--- config.mk ---
export PLATFORM = sky130hd
export DESIGN_NAME = dra_top
export DESIGN_NICKNAME = d
export VERILOG_FILES = /design/src/hw/dra_pkg.sv /design/src/hw/dra_top.sv
export SDC_FILE = /design/constraint.sdc
export NUM_CORES = 2
export LEC_CHECK = 0
export BUFFER_PORTS_ARGS = -buffer_cell sky130_fd_sc_hd__buf_2
export CAP_MARGIN = 15
export CORE_MARGIN = 5
export CORE_UTILIZATION = 55
export CTS_CLUSTER_SIZE = 8
export DETAILED_ROUTE_END_ITERATION = 16
export PLACE_DENSITY_LB_ADDON = 0.1
export SLEW_MARGIN = 20
export SYNTH_ARGS = -nofsm -noshare
export SYNTH_HDL_FRONTEND = slang
export SYNTH_SLANG_ARGS = --single-unit
export TNS_END_PERCENT = 1
--- constraint.sdc ---
create_clock -name sys_clk -period 3.83 [get_ports sys_clk]
set_input_delay 0.766 -clock sys_clk [delete_from_list [all_inputs] [get_ports sys_clk]]
set_output_delay 0.766 -clock sys_clk [all_outputs]
set_load 0.02 [all_outputs]
--- src/hw/dra_pkg.sv ---
package dra_pkg;
  // ==========================================
  // Register offsets, byte addresses on the debug APB
  localparam logic [11:0] off_debug_id        = 12'h000;
  localparam logic [11:0] off_watch_fault     = 12'h018;
  localparam logic [11:0] off_vector_catch    = 12'h01c;
  localparam logic [11:0] off_event_catch     = 12'h024;
  localparam logic [11:0] off_state_cache     = 12'h028;
  localparam logic [11:0] off_state_mmu       = 12'h02c;
  localparam logic [11:0] off_h2t_ext         = 12'h080;
  localparam logic [11:0] off_itr_pcs         = 12'h084;
  localparam logic [11:0] off_status_ext      = 12'h088;
  localparam logic [11:0] off_t2h_ext         = 12'h08c;
  localparam logic [11:0] off_run_control     = 12'h090;
  localparam logic [11:0] off_bvr_base        = 12'h100;
  localparam logic [11:0] off_bcr_base        = 12'h140;
  localparam logic [11:0] off_wvr_base        = 12'h180;
  localparam logic [11:0] off_wcr_base        = 12'h1c0;
  // ==========================================
  // Coprocessor register numbers (offset divided by four)
  localparam logic [9:0]  cp_debug_id         = 10'h000;
  localparam logic [9:0]  cp_rom_addr         = 10'h3f0;
  localparam logic [9:0]  cp_self_addr        = 10'h3f1;
  localparam logic [9:0]  cp_status_int       = 10'h3f2;
  localparam logic [9:0]  cp_transfer_int     = 10'h3f3;
  // ==========================================
  // Field positions
  localparam int          addr_sel_bit        = 12;
  localparam int          halted_bit          = 0;
  localparam int          halt_req_bit        = 0;
  localparam int          restart_req_bit     = 1;
  localparam int          rx_full_bit         = 30;
  localparam int          tx_full_bit         = 29;
  localparam int          ctxid_pair_lo       = 4;
  localparam logic [31:0] bvr_addr_mask       = 32'hffff_fffc;
  localparam logic [31:0] status_wr_mask      = 32'h0000_fffc;
  localparam int          num_brp             = 6;
  localparam int          num_wrp             = 4;
  // ==========================================
  // Reset and identity values, arbitrary
  localparam logic [31:0] debug_id_value      = 32'h1510_0000;
  localparam logic [31:0] rom_addr_value      = 32'h0000_0003;
  localparam logic [31:0] self_addr_value     = 32'h0001_0003;
endpackage

--- src/hw/dra_top.sv ---
`timescale 1ns/1ps
// How it works
// - Six breakpoint pairs, pairs four/five context-capable
// - Exactly four watchpoint pairs
// - Core and SIMD resets ignored here
// - Debug reset keeps the halted flag
// - Debug reset drops pending halt request
// - APB decodes only when address bit 12 low
// - ROM, self, internal views coprocessor only
// - External status and transfer views on APB
// - Debug registers mapped to coprocessor accesses
// - APB slave port into the debug unit
// - Baseline, extended coprocessor and external paths
// - Watch fault address stays read/write
module dra_top #(
  parameter int addr_width = 13
) (
  input  wire logic                  sys_clk,
  input  wire logic                  resetn,
  input  wire logic                  debug_logic_reset_n,
  input  wire logic                  core_reset_n,
  input  wire logic                  simd_unit_reset_n,
  input  wire logic [addr_width-1:0] debug_apb_address,
  input  wire logic                  psel,
  input  wire logic                  penable,
  input  wire logic                  pwrite,
  input  wire logic [31:0]           pwdata,
  output logic [31:0]                prdata,
  output logic                       pready,
  output logic                       pslverr,
  input  wire logic                  cp_valid,
  input  wire logic                  cp_extended,
  input  wire logic                  cp_write,
  input  wire logic [9:0]            cp_regnum,
  input  wire logic [31:0]           cp_wdata,
  output logic [31:0]                cp_rdata,
  output logic                       cp_done,
  output logic                       cp_undef,
  input  wire logic [31:0]           pc_value,
  input  wire logic                  core_halted_event,
  input  wire logic                  core_restarted_event,
  input  wire logic                  watch_hit,
  input  wire logic [31:0]           watch_hit_address,
  output logic                       halt_request,
  output logic                       restart_request,
  output logic                       itr_valid,
  output logic [31:0]                itr_data,
  output logic                       halted_flag
);

  // ==========================================
  // Storage
  logic [31:0] bvr [dra_pkg::num_brp];
  logic [31:0] bcr [dra_pkg::num_brp];
  logic [31:0] wvr [dra_pkg::num_wrp];
  logic [31:0] wcr [dra_pkg::num_wrp];
  logic [31:0] watch_fault_address;
  logic [31:0] vector_catch;
  logic [31:0] status_ctrl;
  logic [31:0] h2t_data;
  logic [31:0] t2h_data;
  logic        rx_full;
  logic        tx_full;
  logic        halt_request_bit;
  logic [31:0] pc_sample;

  // ==========================================
  // Access decode
  logic        dbg_rst;
  logic        apb_acc;
  logic        apb_wr;
  logic        apb_rd;
  logic [11:0] apb_off;
  logic        cp_wr;
  logic        cp_rd;
  logic [11:0] cp_off;

  // Core and SIMD resets are deliberately not used by any register
  // system reset or debug reset only
  assign dbg_rst = !resetn || !debug_logic_reset_n;
  assign apb_acc = psel && penable && !pready;
  assign apb_wr  = apb_acc && pwrite && !debug_apb_address[dra_pkg::addr_sel_bit];
  assign apb_rd  = apb_acc && !pwrite && !debug_apb_address[dra_pkg::addr_sel_bit];
  assign apb_off = {debug_apb_address[11:2], 2'b00};
  assign cp_off  = {cp_regnum, 2'b00};
  assign cp_wr   = cp_valid && cp_write && !cp_done;
  assign cp_rd   = cp_valid && !cp_write && !cp_done;

  function automatic logic in_bank(input logic [11:0] off, input logic [11:0] base, input int n);
    in_bank = off >= base && off < base + 12'(4 * n);
  endfunction

  function automatic int idx(input logic [11:0] off, input logic [11:0] base);
    idx = int'((off - base) >> 2);
  endfunction

  // Shared read view; coprocessor and APB see the same external registers, except the PC sample at 0x084, which APB alone reads
  function automatic logic [31:0] read_common(input logic [11:0] off);
    read_common = 32'h0000_0000;
    if (in_bank(off, dra_pkg::off_bvr_base, dra_pkg::num_brp)) begin
      read_common = bvr[idx(off, dra_pkg::off_bvr_base)];
    end else if (in_bank(off, dra_pkg::off_bcr_base, dra_pkg::num_brp)) begin
      read_common = bcr[idx(off, dra_pkg::off_bcr_base)];
    end else if (in_bank(off, dra_pkg::off_wvr_base, dra_pkg::num_wrp)) begin
      read_common = wvr[idx(off, dra_pkg::off_wvr_base)];
    end else if (in_bank(off, dra_pkg::off_wcr_base, dra_pkg::num_wrp)) begin
      read_common = wcr[idx(off, dra_pkg::off_wcr_base)];
    end else begin
      unique case (off)
        dra_pkg::off_debug_id:     read_common = dra_pkg::debug_id_value;
        dra_pkg::off_watch_fault:  read_common = watch_fault_address;
        dra_pkg::off_vector_catch: read_common = vector_catch;
        dra_pkg::off_h2t_ext:      read_common = h2t_data;
        dra_pkg::off_status_ext:   read_common = status_ctrl;
        dra_pkg::off_t2h_ext:      read_common = t2h_data;
        default:                   read_common = 32'h0000_0000;
      endcase
    end
  endfunction

  // ==========================================
  // APB response, access phase with one wait state
  always_ff @(posedge sys_clk) begin
    if (dbg_rst) begin
      pready  <= 1'b0;
      pslverr <= 1'b0;
      prdata  <= 32'h0000_0000;
    end else begin
      pready  <= apb_acc;
      pslverr <= 1'b0;
      if (apb_rd) begin
        if (apb_off == dra_pkg::off_itr_pcs) begin
          prdata <= pc_sample;
        end else begin
          prdata <= read_common(apb_off);
        end
      end else if (apb_acc) begin
        prdata <= 32'h0000_0000;
      end
    end
  end

  // ==========================================
  // Coprocessor response
  always_ff @(posedge sys_clk) begin
    if (dbg_rst) begin
      cp_done  <= 1'b0;
      cp_undef <= 1'b0;
      cp_rdata <= 32'h0000_0000;
    end else begin
      cp_done  <= cp_valid && !cp_done;
      cp_undef <= 1'b0;
      if (cp_rd) begin
        // baseline path serves the small set, extended the rest
        unique case (cp_regnum)
          dra_pkg::cp_debug_id:     cp_rdata <= dra_pkg::debug_id_value;
          dra_pkg::cp_rom_addr:     cp_rdata <= dra_pkg::rom_addr_value;
          dra_pkg::cp_self_addr:    cp_rdata <= dra_pkg::self_addr_value;
          dra_pkg::cp_status_int:   cp_rdata <= status_ctrl;
          dra_pkg::cp_transfer_int: cp_rdata <= h2t_data;
          default: begin
            cp_rdata <= cp_extended ? read_common(cp_off) : 32'h0000_0000;
            cp_undef <= !cp_extended;
          end
        endcase
      end
    end
  end

  // ==========================================
  // Breakpoint and watchpoint banks
  always_ff @(posedge sys_clk) begin
    if (dbg_rst) begin
      for (int i = 0; i < dra_pkg::num_brp; i++) begin
        bvr[i] <= 32'h0000_0000;
        bcr[i] <= 32'h0000_0000;
      end
      for (int i = 0; i < dra_pkg::num_wrp; i++) begin
        wvr[i] <= 32'h0000_0000;
        wcr[i] <= 32'h0000_0000;
      end
    end else begin
      for (int i = 0; i < dra_pkg::num_brp; i++) begin
        if ((apb_wr && apb_off == dra_pkg::off_bvr_base + 12'(4 * i)) ||
            (cp_wr && cp_extended && cp_off == dra_pkg::off_bvr_base + 12'(4 * i))) begin
          // low bits kept zero without context compare
          bvr[i] <= (apb_wr ? pwdata : cp_wdata) &
                    (i >= dra_pkg::ctxid_pair_lo ? 32'hffff_ffff : dra_pkg::bvr_addr_mask);
        end
        if ((apb_wr && apb_off == dra_pkg::off_bcr_base + 12'(4 * i)) ||
            (cp_wr && cp_extended && cp_off == dra_pkg::off_bcr_base + 12'(4 * i))) begin
          bcr[i] <= apb_wr ? pwdata : cp_wdata;
        end
      end
      for (int i = 0; i < dra_pkg::num_wrp; i++) begin
        if ((apb_wr && apb_off == dra_pkg::off_wvr_base + 12'(4 * i)) ||
            (cp_wr && cp_extended && cp_off == dra_pkg::off_wvr_base + 12'(4 * i))) begin
          wvr[i] <= apb_wr ? pwdata : cp_wdata;
        end
        if ((apb_wr && apb_off == dra_pkg::off_wcr_base + 12'(4 * i)) ||
            (cp_wr && cp_extended && cp_off == dra_pkg::off_wcr_base + 12'(4 * i))) begin
          wcr[i] <= apb_wr ? pwdata : cp_wdata;
        end
      end
    end
  end

  // ==========================================
  // Fault address and vector catch
  always_ff @(posedge sys_clk) begin
    if (dbg_rst) begin
      watch_fault_address <= 32'h0000_0000;
      vector_catch        <= 32'h0000_0000;
    end else begin
      // hardware capture, software write loses to it
      if (watch_hit) begin
        watch_fault_address <= watch_hit_address;
      end else if (apb_wr && apb_off == dra_pkg::off_watch_fault) begin
        watch_fault_address <= pwdata;
      end else if (cp_wr && cp_extended && cp_off == dra_pkg::off_watch_fault) begin
        watch_fault_address <= cp_wdata;
      end
      if (apb_wr && apb_off == dra_pkg::off_vector_catch) begin
        vector_catch <= pwdata;
      end else if (cp_wr && cp_extended && cp_off == dra_pkg::off_vector_catch) begin
        vector_catch <= cp_wdata;
      end
    end
  end

  // ==========================================
  // Transfer registers and full flags
  always_ff @(posedge sys_clk) begin
    if (dbg_rst) begin
      h2t_data <= 32'h0000_0000;
      t2h_data <= 32'h0000_0000;
      rx_full  <= 1'b0;
      tx_full  <= 1'b0;
    end else begin
      if (apb_wr && apb_off == dra_pkg::off_h2t_ext) begin
        h2t_data <= pwdata;
        rx_full  <= 1'b1;
      end else if (cp_rd && cp_regnum == dra_pkg::cp_transfer_int) begin
        rx_full  <= 1'b0;
      end
      // Core write sets full; a same-cycle debugger read does not lose it
      if (cp_wr && cp_regnum == dra_pkg::cp_transfer_int) begin
        t2h_data <= cp_wdata;
        tx_full  <= 1'b1;
      end else if (apb_rd && apb_off == dra_pkg::off_t2h_ext) begin
        tx_full  <= 1'b0;
      end else if (apb_wr && apb_off == dra_pkg::off_t2h_ext) begin
        t2h_data <= pwdata;
      end
    end
  end

  // ==========================================
  // Status/control and halted flag
  // debug reset keeps flag
  always_ff @(posedge sys_clk) begin
    if (!resetn) begin
      halted_flag <= 1'b0;
    end else if (core_halted_event) begin
      halted_flag <= 1'b1;
    end else if (core_restarted_event) begin
      halted_flag <= 1'b0;
    end
  end

  always_ff @(posedge sys_clk) begin
    if (dbg_rst) begin
      status_ctrl <= 32'h0000_0000;
    end else if (apb_wr && apb_off == dra_pkg::off_status_ext) begin
      status_ctrl <= pwdata & dra_pkg::status_wr_mask;
    end else begin
      status_ctrl[dra_pkg::halted_bit]  <= halted_flag;
      status_ctrl[dra_pkg::rx_full_bit] <= rx_full;
      status_ctrl[dra_pkg::tx_full_bit] <= tx_full;
    end
  end

  // ==========================================
  // Run control, instruction transfer, PC sample
  always_ff @(posedge sys_clk) begin
    if (dbg_rst) begin
      halt_request_bit <= 1'b0;
      halt_request     <= 1'b0;
      restart_request  <= 1'b0;
    end else begin
      restart_request <= apb_wr && apb_off == dra_pkg::off_run_control && pwdata[dra_pkg::restart_req_bit];
      if (apb_wr && apb_off == dra_pkg::off_run_control && pwdata[dra_pkg::halt_req_bit]) begin
        halt_request_bit <= 1'b1;
      end else if (core_halted_event) begin
        halt_request_bit <= 1'b0;
      end
      halt_request <= halt_request_bit && !core_halted_event;
    end
  end

  always_ff @(posedge sys_clk) begin
    if (dbg_rst) begin
      itr_valid <= 1'b0;
      itr_data  <= 32'h0000_0000;
      pc_sample <= 32'h0000_0000;
    end else begin
      itr_valid <= apb_wr && apb_off == dra_pkg::off_itr_pcs;
      if (apb_wr && apb_off == dra_pkg::off_itr_pcs) begin
        itr_data <= pwdata;
      end
      if (!(apb_rd && apb_off == dra_pkg::off_itr_pcs)) begin
        pc_sample <= pc_value;
      end
    end
  end

endmodule

---- Yosys cells after proc, flatten, opt, wreduce, memory -nomap -nowiden ----
Memory sizes are Yosys's and may differ from the RTL's.
Index checks and enable logic that the tools add are counted.
operators by class
  add/sub/neg operators ................... 8
  $lt $le $gt $ge ......................... 16
  equal/unequal tests ..................... 57
  muxes and demuxes ....................... 114
  bitwise logic cells ..................... 21
  reduce and logical (&&, ||, !) cells .... 120
operators with widths
  cell                                                   number
  2-to-1 mux 32 bit                                      41
  == test 10 x 7 -> 1 bit (second input constant)        40
  one-hot mux 32 bit (6 select lines)                    2
  one-hot mux 32 bit (5 select lines)                    1
  >= comparator 12 x 9 -> 1 bit (second input constant)  8
  < comparator 12 x 9 -> 1 bit (second input constant)   8
  == test 10 x 6 -> 1 bit (second input constant)        8
  logical AND 1 bit                                      76
  2-to-1 mux 1 bit                                       70
  == test 10 bit (second input constant)                 4
  == test 10 x 3 -> 1 bit (second input constant)        4
  zero test 12 bit                                       2
  logical OR 1 bit                                       21
  OR 1 bit                                               20
  subtractor 5 x 1 -> 5 bit (second input constant)      4
  subtractor 4 x 1 -> 4 bit (second input constant)      4
  nonzero test 2 bit                                     7
  zero test 10 bit                                       1
  zero test 1 bit                                        9
  OR reduction 7 bit                                     1
  nonzero test 3 bit                                     1
  != test 2 bit (second input constant)                  1
  AND reduction 2 bit                                    1
  OR reduction 2 bit                                     1
  inverter 1 bit                                         1
storage, ports and cells
  bits in registers ....................... 283
  memory bits (writable) .................. 640
  input bits .............................. 165
  output and inout bits ................... 104
  logic and storage cells ................. 360
  memories kept ........................... 4
memories
  name  words  bits a word  rd ports  clocked after Yosys merged registers in  wr ports  line           source
  bcr   6      32           2         0                                        6         dra_top.sv:54  logic [31:0] bcr [dra_pkg::num_brp];
  bvr   6      32           2         0                                        6         dra_top.sv:53  logic [31:0] bvr [dra_pkg::num_brp];
  wcr   4      32           2         0                                        4         dra_top.sv:56  logic [31:0] wcr [dra_pkg::num_wrp];
  wvr   4      32           2         0                                        4         dra_top.sv:55  logic [31:0] wvr [dra_pkg::num_wrp];

---- Depth between registers and ports, before layout ----
  depth in word-level cells ............... 10
  depth in mapped cells ................... 11
  depth with buffers taken out ............ 6

---- Worst setup path after synthesis ----
OpenSTA, ideal clock, no wires.
  path kind ............................... input to register
  start ................................... input port debug_apb_address[2]
  end ..................................... memory bcr[5][0] (enable)
  setup time .............................. 375 ps
  data arrival time ....................... 2656 ps
  data required time ...................... 3455 ps
  slack ................................... 799 ps
  stages .................................. 8
  path through ............................ buf_2 > buf_4 > buf_4 > buf_4 > buf_2 > nand4_1 > o22ai_1 > or2_2
RTL lines
  element             line           source
  start: declaration  dra_top.sv:23  input wire logic [addr_width-1:0] debug_apb_address,
  end: declaration    dra_top.sv:54

==> results.py <==
metrics = {
    "outcome": {
        "status": "complete, no violations",
    },
    "timing": {
        "setup_violations": 0,
        "period_share_pct": 77.5,
        "fin_crit_ps": 2970,
        "relSlewSlack_pct": 20.2,
        "worstMarginPinSlew_ps": 1190,
        "finalSetupTns_ps": 0,
        "hold_viol": 0,
        "rsz0062_at_grt": "false",
        "fmax_mhz": 337,
        "fin_worst_skew_ps": 28.0,
        "setup_slack_ps": 862,
        "maxSlewViolCount": 0,
    },
    "synth": {
        "synth-edff-count": 632,
        "synth_area_um2": 47100,
        "yosysWarningCount": 0,
        "ys_ff_latch": 915,
        "yosysTopAreaCell": "edfxtp_1",
        "ys.flop_type": "edfxtp_1",
        "synthTopCellsByArea": "edfxtp_1, dfxtp_1, mux4_2",
        "synth_cells": 4239,
        "yosysSeqAreaShare_pct": 52.3,
        "syn_area_per_cell_um2": 11.1,
        "synth_nets": 4404,
        "synth.distinct_cells": 68,
        "async_reset_ff_share_pct": 0,
        "synth_top_cell_area_share_pct": 40.3,
    },
    "finish": {
        "design_area_um2": 54500,
        "nFillCells": 6697,
        "layout.nets": 4658,
        "mostFrequentLayoutCells": "nor2_1, edfxtp_1, nand2_1, mux2i_1, dfxtp_1",
        "mostFrequentLayoutCell": "nor2_1",
        "post-route-util_pct": 64.1,
        "area_growth_pct": 15.8,
        "final_layout_size_suffix_gt1_share_pct": 22.6,
    },
    "min_path": {
        "holdCritStartpoint": "core_halted_event",
        "worstHoldEndpoint": "halt_request$_SDFF_PP0_",
        "hold_path_class": "input pin to register",
        "holdPathStages": 2,
    },
    "clock_network": {
        "cts_setup_buffers": 0,
        "path_clk_slew_ps": 50,
        "tritoncts": "yes",
        "clock-sinks": 915,
        "cts_max_level": 4,
        "cts_resized": 0,
        "cts_made_buffers": 132,
        "cts_max_path_buffers": 3,
        "clockRootBuffer": "clkbuf_16",
        "hold_buffers": 0,
        "clkLatencyLatePin_ps": 750,
    },
    "placed_design": {
        "gp_congestion": 1.01,
        "placed_area_um2": 50900,
        "post-place-ws_ps": 441,
        "dp_hpwl_mm": 125,
        "port_buffers": 263,
    },
    "floorplan": {
        "num_io_pins": 269,
        "core_um2": 85000,
        "initial_core_util_pct": 55.4,
        "rows": 107,
        "die_h_um": 303,
        "die_x_um": 303,
        "dieArea_um2": 91600,
    },
    "global_routing": {
        "grt_pass1_vias": 37300,
        "grt_use_met3_pct": 13.3,
        "met1_usage_pct": 54.9,
        "grt_max_degree": 77,
        "grt_util_all_layers_pct": 38.6,
        "busiest_layer": "met2",
        "grt_use_met2_pct": 55.9,
        "grt_pass1_wl_mm": 257,
        "grt.overflow.total": 0,
        "antenna_found_initial": 11,
    },
    "power": {
        "peakVddDrop_mv": 0.445,
        "switchingPower_w": 0.00600,
        "power.density_nw_per_um2": 441,
        "switching_share_pct": 24.9,
        "p_int_w": 0.0181,
        "seq_power_share_pct": 45.9,
        "pwr-share-comb_pct": 9.8,
        "power_leakage_nw": 20.9,
        "p_clk_share_pct": 44.3,
    },
    "route": {
        "via_count": 39100,
        "drt-total-wl_mm": 180,
        "routedWlPerCell_um": 31.6,
        "antenna_left": 0,
        "firstDrtPassIters": 6,
        "drc_errors": 0,
        "drt_iter0_drc": 6224,
        "vias_per_cell": 6.89,
    },
    "critical_path": {
        "worstPathRequired_ps": 4420,
        "reg2reg_from": "pready$_SDFF_PP0_",
        "r2r_slack_ps": 860,
        "cp_data_arrival_time_ps": 3560,
        "r2r_cells": 8,
        "critPathLaunchType": "register",
        "path_max_fanout": 13,
        "timing.rr.end": "bvr[2][11]$_SDFFCE_PN0P_",
        "worstSetupPathType": "register to register",
        "cp-end-kind": "register",
    },
    "flow_run": {
        "maxCapViolations": 0,
    },
}
-- logic make-up (layout without fill, tap and decap cells) --
logic type             count (synthesis)  in the layout  synth area share [%]
other                                  1              6               0.00796
flip-flops                           915            915                  52.3
AO/OA/AOI/OAI                        899            899                  12.7
buffers and inverters                422            710                  3.67
multiplexers                         615            615                  19.4
AND/OR/NAND/NOR                     1387           1387                  11.9
-- routing by layer --
layer | wire length, µm | vias to the layer above
met5 | 80 | -
met4 | 6670 | 12
met3 | 27400 | 466
met2 | 76800 | 2901
met1 | 68500 | 19400
li1 | - | 16400
-- area by class of cell --
type	instances	area, µm²	area share (%)
sequential	915	24600	45.2
clock inverter	11	118	0.216
timing repair buffer	541	3890	7.13
clock buffer	157	3500	6.42
tap	1144	1430	2.62
antenna	5	12.5	0.0229
inverter	1	3.75	0.00688
multi-input combinational	2902	20900	38.4
-- cells in the mapped netlist, types with 4 or more instances --
master       n
clkbuf_1   321
nor2b_1     11
nand4_1      8
a22o_1      86
a311oi_1    18
o2111ai_1   33
and2_1       9
o21a_1       9
a2111oi_0   17
or2_2       23
a222oi_1     5
a22oi_1     60
nand2b_1     6
and3_1      18
o31ai_1      4
nand3_1     26
nand2_1    405
nor3_1      13
a211oi_1    85
a221o_1      9
buf_4       15
a21oi_1    216
a2bb2oi_1    9
mux2i_1    354
dfxtp_1    283
o221ai_1     9
buf_2       70
buf_1       14
a221oi_1    41
mux4_2     235
nor4b_1      4
o22ai_1     71
edfxtp_1   632
o211ai_1    11
nand3b_1     5
o21ai_0    176
mux2_2      26
nor3b_1      4
nor2_1     822
a31oi_1     21
or3_1        6
nor4_1      10
-- power groups by stage --
stage          logic (W)  registers [W]  clock network, W
2_1_floorplan    0.00125         0.0112                 0
3_3_place_gp     0.00226         0.0112                 0
3_5_place_dp     0.00227         0.0112                 0
4_1_cts          0.00228         0.0111            0.0107
5_1_grt          0.00243         0.0111            0.0111
6_report         0.00235         0.0111            0.0107
-- critical path, stage by stage (launching register included) --
cell	delay [ps]
dfxtp_1	310
nand3b_1	230
nor3b_2	480
buf_4	240
nand3_1	170
o22ai_1	520
nand2_1	420
buf_12	320
nor2_1	100
-- sequential cells by signal (all words and copies together), names as in the netlist, 17 cells and up --
name	cells
t2h_data	32
wcr	128
wvr	128
bvr	184
h2t_data	32
prdata	32
cp_rdata	32
watch_fault_address	32
itr_data	32
pc_sample	32
bcr	192
vector_catch	32
status_ctrl	17
-- through the flow --
stage | total power (W) | hold slack (ps) | std cells
floorplan | 0.0124 | 429 | 4239
global route | 0.0246 | 217 | 5672
finish | 0.0241 | 226 | 5676
global placement | 0.0135 | 441 | 5503
detailed placement | 0.0135 | 445 | 5503
CTS | 0.0240 | 192 | 5671
-- how the worst max path moves through the flow --
stage | startpoint | to | slack, ps | cells past startpoint
floorplan | debug_apb_address[2] | bcr[5][0]$_SDFFCE_PN0P_ | 800 | 8
global placement | cp_regnum[7] | bcr[0][28]$_SDFFCE_PN0P_ | 480 | 6
detailed placement | debug_apb_address[2] | prdata[4]$_SDFFE_PP0P_ | 440 | 8
CTS | cp_done$_SDFF_PP0_ | wcr[2][8]$_SDFFCE_PN0P_ | 1030 | 5
global route | pready$_SDFF_PP0_ | bvr[2][22]$_SDFFCE_PN0P_ | 800 | 8
finish | pready$_SDFF_PP0_ | bvr[2][11]$_SDFFCE_PN0P_ | 860 | 8
Note: power is estimated with default switching activity, not from simulation.
